### src/ussi_defines.svh
// register offsets, bit positions and reset values of the status and mask block
// Function
// - enable register write-only, sets mask bits
// - disable register write-only, clears mask bits
// - mask register read-only shows enabled sources
// - receiver ready while unread character, receiver on
// - receiver ready returns on re-enable if pending
// - transmitter ready low when holding full, break, off
// - transmitter ready rises once transmitter enabled
// - break flag sticky until reset-status
// - overrun flag sticky until reset-status
// - framing flag sticky until reset-status
// - parity flag sticky until reset-status
// - time-out flag set, cleared by start-timeout
// - time-out flag not set while time-out value zero
// - transmitter idle when holding and shifter empty
// - iteration flag sticky until reset-iterations
// - dma done flags mirror channel signals
// - dma buffer flags mirror channel signals
// - negative acknowledge sticky until its reset
// - modem input change flags set on change
// - status read clears modem change flags
// - reduced variant keeps only clear-to-send change
// - reset-status clears parity framing overrun break
// - reset-negative_acknowledge_flag command clears negative acknowledge flag
// - status shows present modem pin levels
`ifndef USSI_DEFINES_SVH
`define USSI_DEFINES_SVH
`define USSI_OFF_IER 4'h0
`define USSI_OFF_IDR 4'h4
`define USSI_OFF_IMR 4'h8
`define USSI_OFF_CSR 4'hc
`define USSI_OFF_CMD 4'h0
`define USSI_BIT_RX_READY 0
`define USSI_BIT_TX_READY 1
`define USSI_BIT_BRK 2
`define USSI_BIT_RX_DMA_DONE 3
`define USSI_BIT_TX_DMA_DONE 4
`define USSI_BIT_OVERRUN 5
`define USSI_BIT_FRAME 6
`define USSI_BIT_PARITY 7
`define USSI_BIT_TOUT 8
`define USSI_BIT_TXIDLE 9
`define USSI_BIT_ITER 10
`define USSI_BIT_TX_DMA_EMPTY 11
`define USSI_BIT_RX_DMA_FULL 12
`define USSI_BIT_NEGATIVE_ACKNOWLEDGE_FLAG 13
`define USSI_BIT_RING_CHG 16
`define USSI_BIT_CTS_CHG 19
`define USSI_BIT_RI 20
`define USSI_SRC_MASK 32'h000f3fff
`define USSI_SRC_MASK_LITE 32'h00083fff
`define USSI_MASK_RESET 32'h00000000
`endif

### src/ussi_pkg.sv
// types for the status and mask block
package ussi_pkg;
    typedef struct packed {
        logic [31:0] mask;
        logic [13:0] flags;
        logic [3:0] modemChg;
        logic [3:0] modemLvl;
        logic [11:0] modemSync;
        logic rxPend;
        logic ack;
        logic [31:0] rdat;
        logic irq;
    } ussi_state_t;
endpackage

### src/ussi_status_irq.sv
// status flags, interrupt mask and wishbone slave of the serial transceiver
`timescale 1ns/1ps
`default_nettype none
`include "ussi_defines.svh"
module ussi_status_irq
    import ussi_pkg::*;
#(
    parameter bit FULL_MODEM = 1'b1
) (
    input wire logic sys_clk,
    input wire logic rst_b,
    input wire logic wb_cyc_i,
    input wire logic wb_stb_i,
    input wire logic wb_we_i,
    input wire logic [3:0] wb_adr_i,
    input wire logic [3:0] wb_sel_i,
    input wire logic [31:0] wb_dat_i,
    output logic [31:0] wb_dat_o,
    output logic wb_ack_o,
    output logic irq,
    input wire logic rxEnabled,
    input wire logic txEnabled,
    input wire logic rxCharDone,
    input wire logic rxHoldRead,
    input wire logic txHoldFull,
    input wire logic txShiftBusy,
    input wire logic startBreakPending,
    input wire logic breakEvent,
    input wire logic overrunEvent,
    input wire logic framingEvent,
    input wire logic parityEvent,
    input wire logic timeoutEvent,
    input wire logic [15:0] timeoutValue,
    input wire logic iterationEvent,
    input wire logic nackEvent,
    input wire logic receive_dma_done_flag,
    input wire logic transmit_dma_done_flag,
    input wire logic transmit_dma_buffer_empty_flag,
    input wire logic receive_dma_buffer_full_flag,
    input wire logic reset_status_command,
    input wire logic start_timeout_command,
    input wire logic reset_iterations_command,
    input wire logic reset_negative_acknowledge_command,
    input wire logic [3:0] modemPins
);
    // bit order of modem pins: 0 ring, 1 data-set-ready, 2 carrier, 3 clear-to-send
    ussi_state_t st_ff, nxt_st;
    logic [31:0] srcMask;
    logic [31:0] csrView;
    logic busReq, wrAcc, rdAcc, rdCsr;
    logic [3:0] modemEdge;

    // elaboration check of the variant switch
    if (FULL_MODEM != 1'b0 && FULL_MODEM != 1'b1) begin : g_bad_variant
        $error("bad FULL_MODEM");
    end

    // reduced variant drops three change sources
    assign srcMask = FULL_MODEM ? `USSI_SRC_MASK : `USSI_SRC_MASK_LITE;
    assign busReq = wb_cyc_i && wb_stb_i && !st_ff.ack;
    assign wrAcc = busReq && wb_we_i && (wb_sel_i == 4'hf);
    assign rdAcc = busReq && !wb_we_i;
    assign rdCsr = rdAcc && (wb_adr_i == `USSI_OFF_CSR);

    // change when second and third stages agree and differ from held level
    genvar g;
    generate
        for (g = 0; g < 4; g++) begin : g_modem
            assign modemEdge[g] = (st_ff.modemSync[4 + g] == st_ff.modemSync[8 + g])
                && (st_ff.modemSync[8 + g] != st_ff.modemLvl[g]);
        end
    endgenerate

    always_comb begin
        csrView = 32'h0;
        csrView[13:0] = st_ff.flags;
        csrView[19:16] = st_ff.modemChg;
        csrView[23:20] = st_ff.modemLvl;
        csrView[`USSI_BIT_RX_READY] = st_ff.rxPend && rxEnabled;
        csrView[`USSI_BIT_TX_READY] = txEnabled && !txHoldFull && !startBreakPending;
        csrView[`USSI_BIT_TXIDLE] = txEnabled && !txHoldFull && !txShiftBusy;
        csrView[`USSI_BIT_RX_DMA_DONE] = receive_dma_done_flag;
        csrView[`USSI_BIT_TX_DMA_DONE] = transmit_dma_done_flag;
        csrView[`USSI_BIT_TX_DMA_EMPTY] = transmit_dma_buffer_empty_flag;
        csrView[`USSI_BIT_RX_DMA_FULL] = receive_dma_buffer_full_flag;
        csrView = csrView & (srcMask | 32'h00f00000);
    end

    always_comb begin
        nxt_st = st_ff;
        nxt_st.modemSync = {st_ff.modemSync[7:0], modemPins};
        nxt_st.modemLvl = st_ff.modemLvl ^ modemEdge;
        if (rxHoldRead) begin
            nxt_st.rxPend = 1'b0;
        end
        if (rxCharDone) begin
            nxt_st.rxPend = 1'b1;
        end
        if (reset_status_command) begin
            nxt_st.flags[`USSI_BIT_BRK] = 1'b0;
            nxt_st.flags[`USSI_BIT_OVERRUN] = 1'b0;
            nxt_st.flags[`USSI_BIT_FRAME] = 1'b0;
            nxt_st.flags[`USSI_BIT_PARITY] = 1'b0;
        end
        if (start_timeout_command) begin
            nxt_st.flags[`USSI_BIT_TOUT] = 1'b0;
        end
        if (reset_iterations_command) begin
            nxt_st.flags[`USSI_BIT_ITER] = 1'b0;
        end
        if (reset_negative_acknowledge_command) begin
            nxt_st.flags[`USSI_BIT_NEGATIVE_ACKNOWLEDGE_FLAG] = 1'b0;
        end
        if (breakEvent) begin
            nxt_st.flags[`USSI_BIT_BRK] = 1'b1;
        end
        if (overrunEvent) begin
            nxt_st.flags[`USSI_BIT_OVERRUN] = 1'b1;
        end
        if (framingEvent) begin
            nxt_st.flags[`USSI_BIT_FRAME] = 1'b1;
        end
        if (parityEvent) begin
            nxt_st.flags[`USSI_BIT_PARITY] = 1'b1;
        end
        if (timeoutEvent && timeoutValue != 16'h0) begin
            nxt_st.flags[`USSI_BIT_TOUT] = 1'b1;
        end
        if (iterationEvent) begin
            nxt_st.flags[`USSI_BIT_ITER] = 1'b1;
        end
        if (nackEvent) begin
            nxt_st.flags[`USSI_BIT_NEGATIVE_ACKNOWLEDGE_FLAG] = 1'b1;
        end
        if (rdCsr) begin
            nxt_st.modemChg = 4'h0;
        end
        nxt_st.modemChg = (nxt_st.modemChg | modemEdge) & srcMask[19:16];
        if (wrAcc && wb_adr_i == `USSI_OFF_IER) begin
            nxt_st.mask = (st_ff.mask | wb_dat_i) & srcMask;
        end
        if (wrAcc && wb_adr_i == `USSI_OFF_IDR) begin
            nxt_st.mask = st_ff.mask & ~wb_dat_i;
        end
        nxt_st.ack = busReq;
        nxt_st.rdat = 32'h0;
        if (rdAcc) begin
            case (wb_adr_i)
                `USSI_OFF_IMR: nxt_st.rdat = st_ff.mask;
                `USSI_OFF_CSR: nxt_st.rdat = csrView;
                default: nxt_st.rdat = 32'h0;
            endcase
        end
        nxt_st.irq = |(csrView[19:0] & st_ff.mask[19:0]);
    end

    always_ff @(posedge sys_clk or negedge rst_b) begin
        if (!rst_b) begin
            st_ff <= '0;
        end else begin
            st_ff <= nxt_st;
        end
    end

    assign wb_dat_o = st_ff.rdat;
    assign wb_ack_o = st_ff.ack;
    assign irq = st_ff.irq;
endmodule
`default_nettype wire

### config.mk
export PLATFORM = sky130hd
export DESIGN_NAME = ussi_status_irq
export DESIGN_NICKNAME = d
export VERILOG_FILES = /design/src/ussi_pkg.sv /design/src/ussi_status_irq.sv
export VERILOG_INCLUDE_DIRS = /design/src
export SDC_FILE = /design/constraint.sdc
export NUM_CORES = 1
export LEC_CHECK = 0
export BUFFER_PORTS_ARGS = -buffer_cell sky130_fd_sc_hd__buf_4
export CAP_MARGIN = 30
export CELL_PAD_IN_SITES_DETAIL_PLACEMENT = 1
export CELL_PAD_IN_SITES_GLOBAL_PLACEMENT = 1
export CORE_UTILIZATION = 36
export DETAILED_ROUTE_END_ITERATION = 10
export GPL_TIMING_DRIVEN = 1
export PLACE_DENSITY = 0.77
export SLEW_MARGIN = 20
export SYNTH_ARGS = -nofsm -noshare
export SYNTH_HDL_FRONTEND = slang
export SYNTH_SLANG_ARGS = --single-unit
### constraint.sdc
create_clock -name sys_clk -period 1.8 [get_ports sys_clk]
set_input_delay 0.09 -clock sys_clk [delete_from_list [all_inputs] [get_ports sys_clk]]
set_output_delay 0.09 -clock sys_clk [all_outputs]
set_load 0.005 [all_outputs]
# Yosys cells after proc, flatten, opt, wreduce, memory -nomap -nowiden
# Index checks and enable logic that the tools add are counted.
[totals]
rom_bits = 0
register_bits = 94
wordCells = 86
out_inout_bits = 34
memories = 0
inputBits = 87
ramBits = 0
latch_bits = 0
[op_classes]
n_mul = 0
div = 0
muxes = 19
bitwise = 6
reduce_logical = 34
add_sub_neg = 0
shifts = 0
eq_ne = 12
n_lt_le_gt_ge = 0
[op_table]
columns = ["cell", "n"]
rows = [
  ["32-bit 2-to-1 mux", 3],
  ["32-bit case mux with 2 select lines", 1],
  ["32-bit AND", 1],
  ["32-bit NOT", 1],
  ["20-bit AND", 1],
  ["20-bit OR", 1],
  ["20-bit OR reduction", 1],
  ["2-bit nonzero test", 9],
  ["1-bit logical AND", 17],
  ["16-bit nonzero test", 1],
  ["1-bit 2-to-1 mux", 13],
  ["4-bit equality test, second input constant", 3],
  ["1-bit zero test", 5],
  ["1-bit equality test", 4],
  ["4-bit by 3-bit equality test with 1-bit output, second input constant", 1],
  ["4-bit zero test", 1],
  ["4-bit 2-to-1 mux", 1],
  ["1-bit inequality test", 4],
  ["4-bit OR", 1],
  ["4-bit XOR", 1],
  ["3-bit 2-to-1 mux", 1],
]

# Longest topological paths before layout
[depth]
word_depth = 7
ltp_mapped = 6
mapped_depth_nobuf = 3

# Least setup slack after synthesis
# Ideal clock, no wire load.
[synth_path]
path_type = "register -> register"
start = "register st_ff, in the netlist wb_ack_o"
end = "register with a tool-made name"
t_required_ns = 1.675
t_arrival_ns = 1.560
n_path_buf = 2
synth_period_minus_slack_ns = 1.685
stages_incl_launch_ff = 6
setup_time_ns = 0.125
setup_slack_ns = 0.115
path_cell_list = "dfrtp_1 nand3b_4 buf_2 buf_1 nor4_1 mux2_2"
[synth_lines]
columns = ["item", "line_no", "source"]
rows = [
  ["start, declared", "ussi_status_irq.sv:47", "ussi_state_t st_ff, nxt_st;"],
  ["start signal, assigned", "ussi_status_irq.sv:161", "st_ff <= nxt_st;"],
]

==> key figures <==
Setup path
  – Slowest-stage cell, CP: dfrtp_1
  – Startpoint types: register
  – CP Capture Type: register
  – Critical path's largest stage delay: about 0.39 ns
  – CP arrival: roughly 1.9 ns
  – Worst-path fanout max: 7
  – Critical path required time: ~2.1 ns
  – CP delay by family, top: simple AND/OR/NAND/NOR gates
  – WS Path Type: reg -> reg
  – Worst-path cell chain: nand3b_4, buf_4, nor4_1, mux2_2
  – CP bufs+invs: 1

Power
  – Pwr per Cell Area: around 750 nW/µm²
  – Sw frac: about a quarter
  – Register share of total power: 56.5%
  – Clock share of power: 33.5%
  – Pint: between 0.002 and 0.003 W
  – LEAKAGE: between 2 and 3 nW
  – Max VDD drop: ~0.00035 V
  – P_sw: 0.0009925 W
  – Comb power frac: about a tenth

Timing
  – Final hold viol count: 0
  – Fmax: just over 600 MHz
  – Skew final: around 0.0080 ns
  – Fin crit period: 1.622 ns
  – Setup TNS: 0 ns
  – Crit share post-route: between 90% and 100%
  – Slew HR: roughly 70%
  – Worst slew pin tran: approximately 0.46 ns
  – RSZ-0062 raised after global routing: false
  – WHS: approximately 0.013 ns
  – Slew Viols, Final: 0
  – # setup viols final: 0

Drt
  – Drt pass-1 iters: 4
  – DRC viols: 0
  – Routed wire length: approximately 9.6 mm
  – Via count: 2935
  – Antenna-violating nets left: 0
  – DR iter-0 viols: 74
  – Avg WL per Cell: ~17 µm
  – Via-per-instance ratio: between 5 and 6

Place
  – Cell Area, Placed: roughly 4800 µm²
  – Post-DP HPWL: a little under 7 mm
  – # port buffers: 120
  – GP Congestion: ~0.77

Final layout
  – Area grow syn2layout: 30.78%
  – Sequential cell area: around 2400 µm²
  – Most frequent cells in the layout: 130 x buf_4, 94 x dfrtp_1, 22 x nor2_1, 22 x nor4_1
  – Final instance area: roughly 5200 µm²
  – Area of the multi-input gates: 1240 µm²
  – Layout cells sized above 1: 37.75%
  – Final Util: between 40% and 50%
  – Layout fillers: about 1100
  – Diode count: 0
  – Leading cell type in the layout, fill and taps excluded: buf_4
  – NumNets Final: roughly 530

Clock network
  – Clk sinks: 94
  – Max Buffers Root-to-Sink: 2
  – Setup Buffers After CTS: 0
  – H-tree levels: 3
  – Root Buffer: clkbuf_8
  – Worst-Skew Late Latency: between 0.3 and 0.4 ns
  – CTS tree: yes
  – Number of CTS-inserted buffers: 9
  – CTS clock-pin slew for the worst setup and hold paths: 0.09 ns

Yosys
  – Avg Inst Size Synth: approximately 12 µm²
  – Synthesized area: around 4000 µm²
  – Synth Area in Compound Gates: between 10% and 20%
  – Synth warnings: 0
  – Xor-xnor portion of the synthesized cell area: 0%
  – Synth Register Bits: 94
  – Post-synthesis async set-or-reset flop share: 100.0%
  – Post-synth EDFFs: 0
  – Adder-cell area share of the yosys netlist: 0%
  – Post-Syn Nets: about 420
  – Post-synth cell types: 34
  – Post-synthesis mux area share: approximately 5.1%
  – Seq/Total Area, Yosys: 59.29%
  – Ys flop type: dfrtp_1
  – Largest family of logic cells by synthesized area: simple AND/OR/NAND/NOR gates
  – Synth Instances: about 330
  – Simple-gate area share of the yosys netlist: between 10 and 15%

Floorplan
  – Die ar.: around 11000 µm²
  – Site Rows: 37
  – IO Pins: 121
  – DIE HEIGHT: about 110 µm
  – Die width: around 110 µm
  – Initial Utilization: a little under two fifths
  – Core area: ~11000 µm²

Status
  – Status: complete, no violations

Global routing
  – Vias in the first global route: between 3000 and 4000
  – Antenna violations before repair: 0
  – Largest net degree at the start of global routing: roughly 60
  – First-pass GRT wire length: roughly 16 mm
  – GRT Overall Usage: roughly 18%
  – GRT overflow: 0

Min path
  – Worst hold path type: in -> reg

Flow run
  – Max Cap Viol: 0
[worst register-to-register path, cell delays in order, from the launching register on]
cell      delay (ns)
dfrtp_1         0.39
nand3b_4        0.18
buf_4           0.19
nor4_1          0.37
mux2_2          0.38
[through the flow]
stage	instances	total power (W)	setup slack, ns
6_report	581	0.003899	0.1783
3_3_place_gp	545	0.002589	0.1969
5_1_grt	581	0.004067	0.07566
2_1_floorplan	329	0.002344	0.1152
4_1_cts	581	0.003948	0.1578
3_5_place_dp	545	0.002603	0.1745
[Yosys cell counts (6+ instances only)]
master,number,area [µm²]
and2_1,10,62.56
a21o_1,7,52.55
mux2_2,18,202.7
nand3_1,19,95.09
a22o_1,20,175.2
buf_4,34,255.2
inv_1,13,48.80
nor2_1,22,82.58
a22oi_1,6,45.04
nor2b_1,7,43.79
nor4_1,22,137.6
clkbuf_1,7,26.28
dfrtp_1,94,2352
buf_2,7,35.03
o21a_1,14,105.1
[what timing repair did]
item | CTS | global route
hold endpoints to repair | 51 | 0
hold buffers | 20 | 0
resized for setup | 0 | 0
[kinds of logic (layout without fill, tap and decap cells)]
| logic type | after synthesis | count (layout) |
|---|---|---|
| DFF | 94 | 94 |
| AOI/OAI and AO/OA | 60 | 60 |
| muxes | 18 | 18 |
| and+or+nand+nor | 93 | 93 |
| buffers and inverters | 64 | 180 |
[layer usage]
metal  vias to the layer above  track usage [%]  wire length [µm]
met5                         -                0                 0
met2                       101            30.46              4766
met4                         0            7.143               187
met3                        16            3.465               577
met1                      1458            22.51              4116
li1                       1360                -                 -
[power groups by stage]
| stage | clock network, W | logic [W] | registers (W) |
|---|---|---|---|
| floorplan | 0 | 0.000114 | 0.00223 |
| global placement | 0 | 0.000348 | 0.00224 |
| detailed placement | 0 | 0.000359 | 0.00224 |
| CTS | 0.00135 | 0.000395 | 0.00220 |
| global route | 0.00143 | 0.000430 | 0.00221 |
| finish | 0.00131 | 0.000389 | 0.00220 |
[layout make-up]
cell class | count | share of cell area (%)
repair buffers | 151 | 23.05
inverters | 13 | 0.9404
well taps | 136 | 3.279
clock buffers | 10 | 2.460
multi-input cells | 171 | 23.90
flip-flops and latches | 94 | 45.33
clock inverters | 6 | 1.037
[path summary, 6_finish.rpt]
| kind | from | end | slack [ns] | depth (start not counted) |
|---|---|---|---|---|
| min | reset_iterations_command | csrView[10] | 0.01 | 3 |
| max reg2reg | wb_ack_o | register | 0.18 | 4 |
| max | wb_ack_o | register | 0.18 | 4 |
| min in group asynchronous | rst_b | nxt_st[42] | 0.20 | 2 |
| max in group asynchronous | rst_b | wb_dat_o[26] | 0.93 | 3 |
| min reg2reg | nxt_st[39] | nxt_st[43] | 0.35 | 0 |
Note: power is estimated with default switching activity, not from simulation.
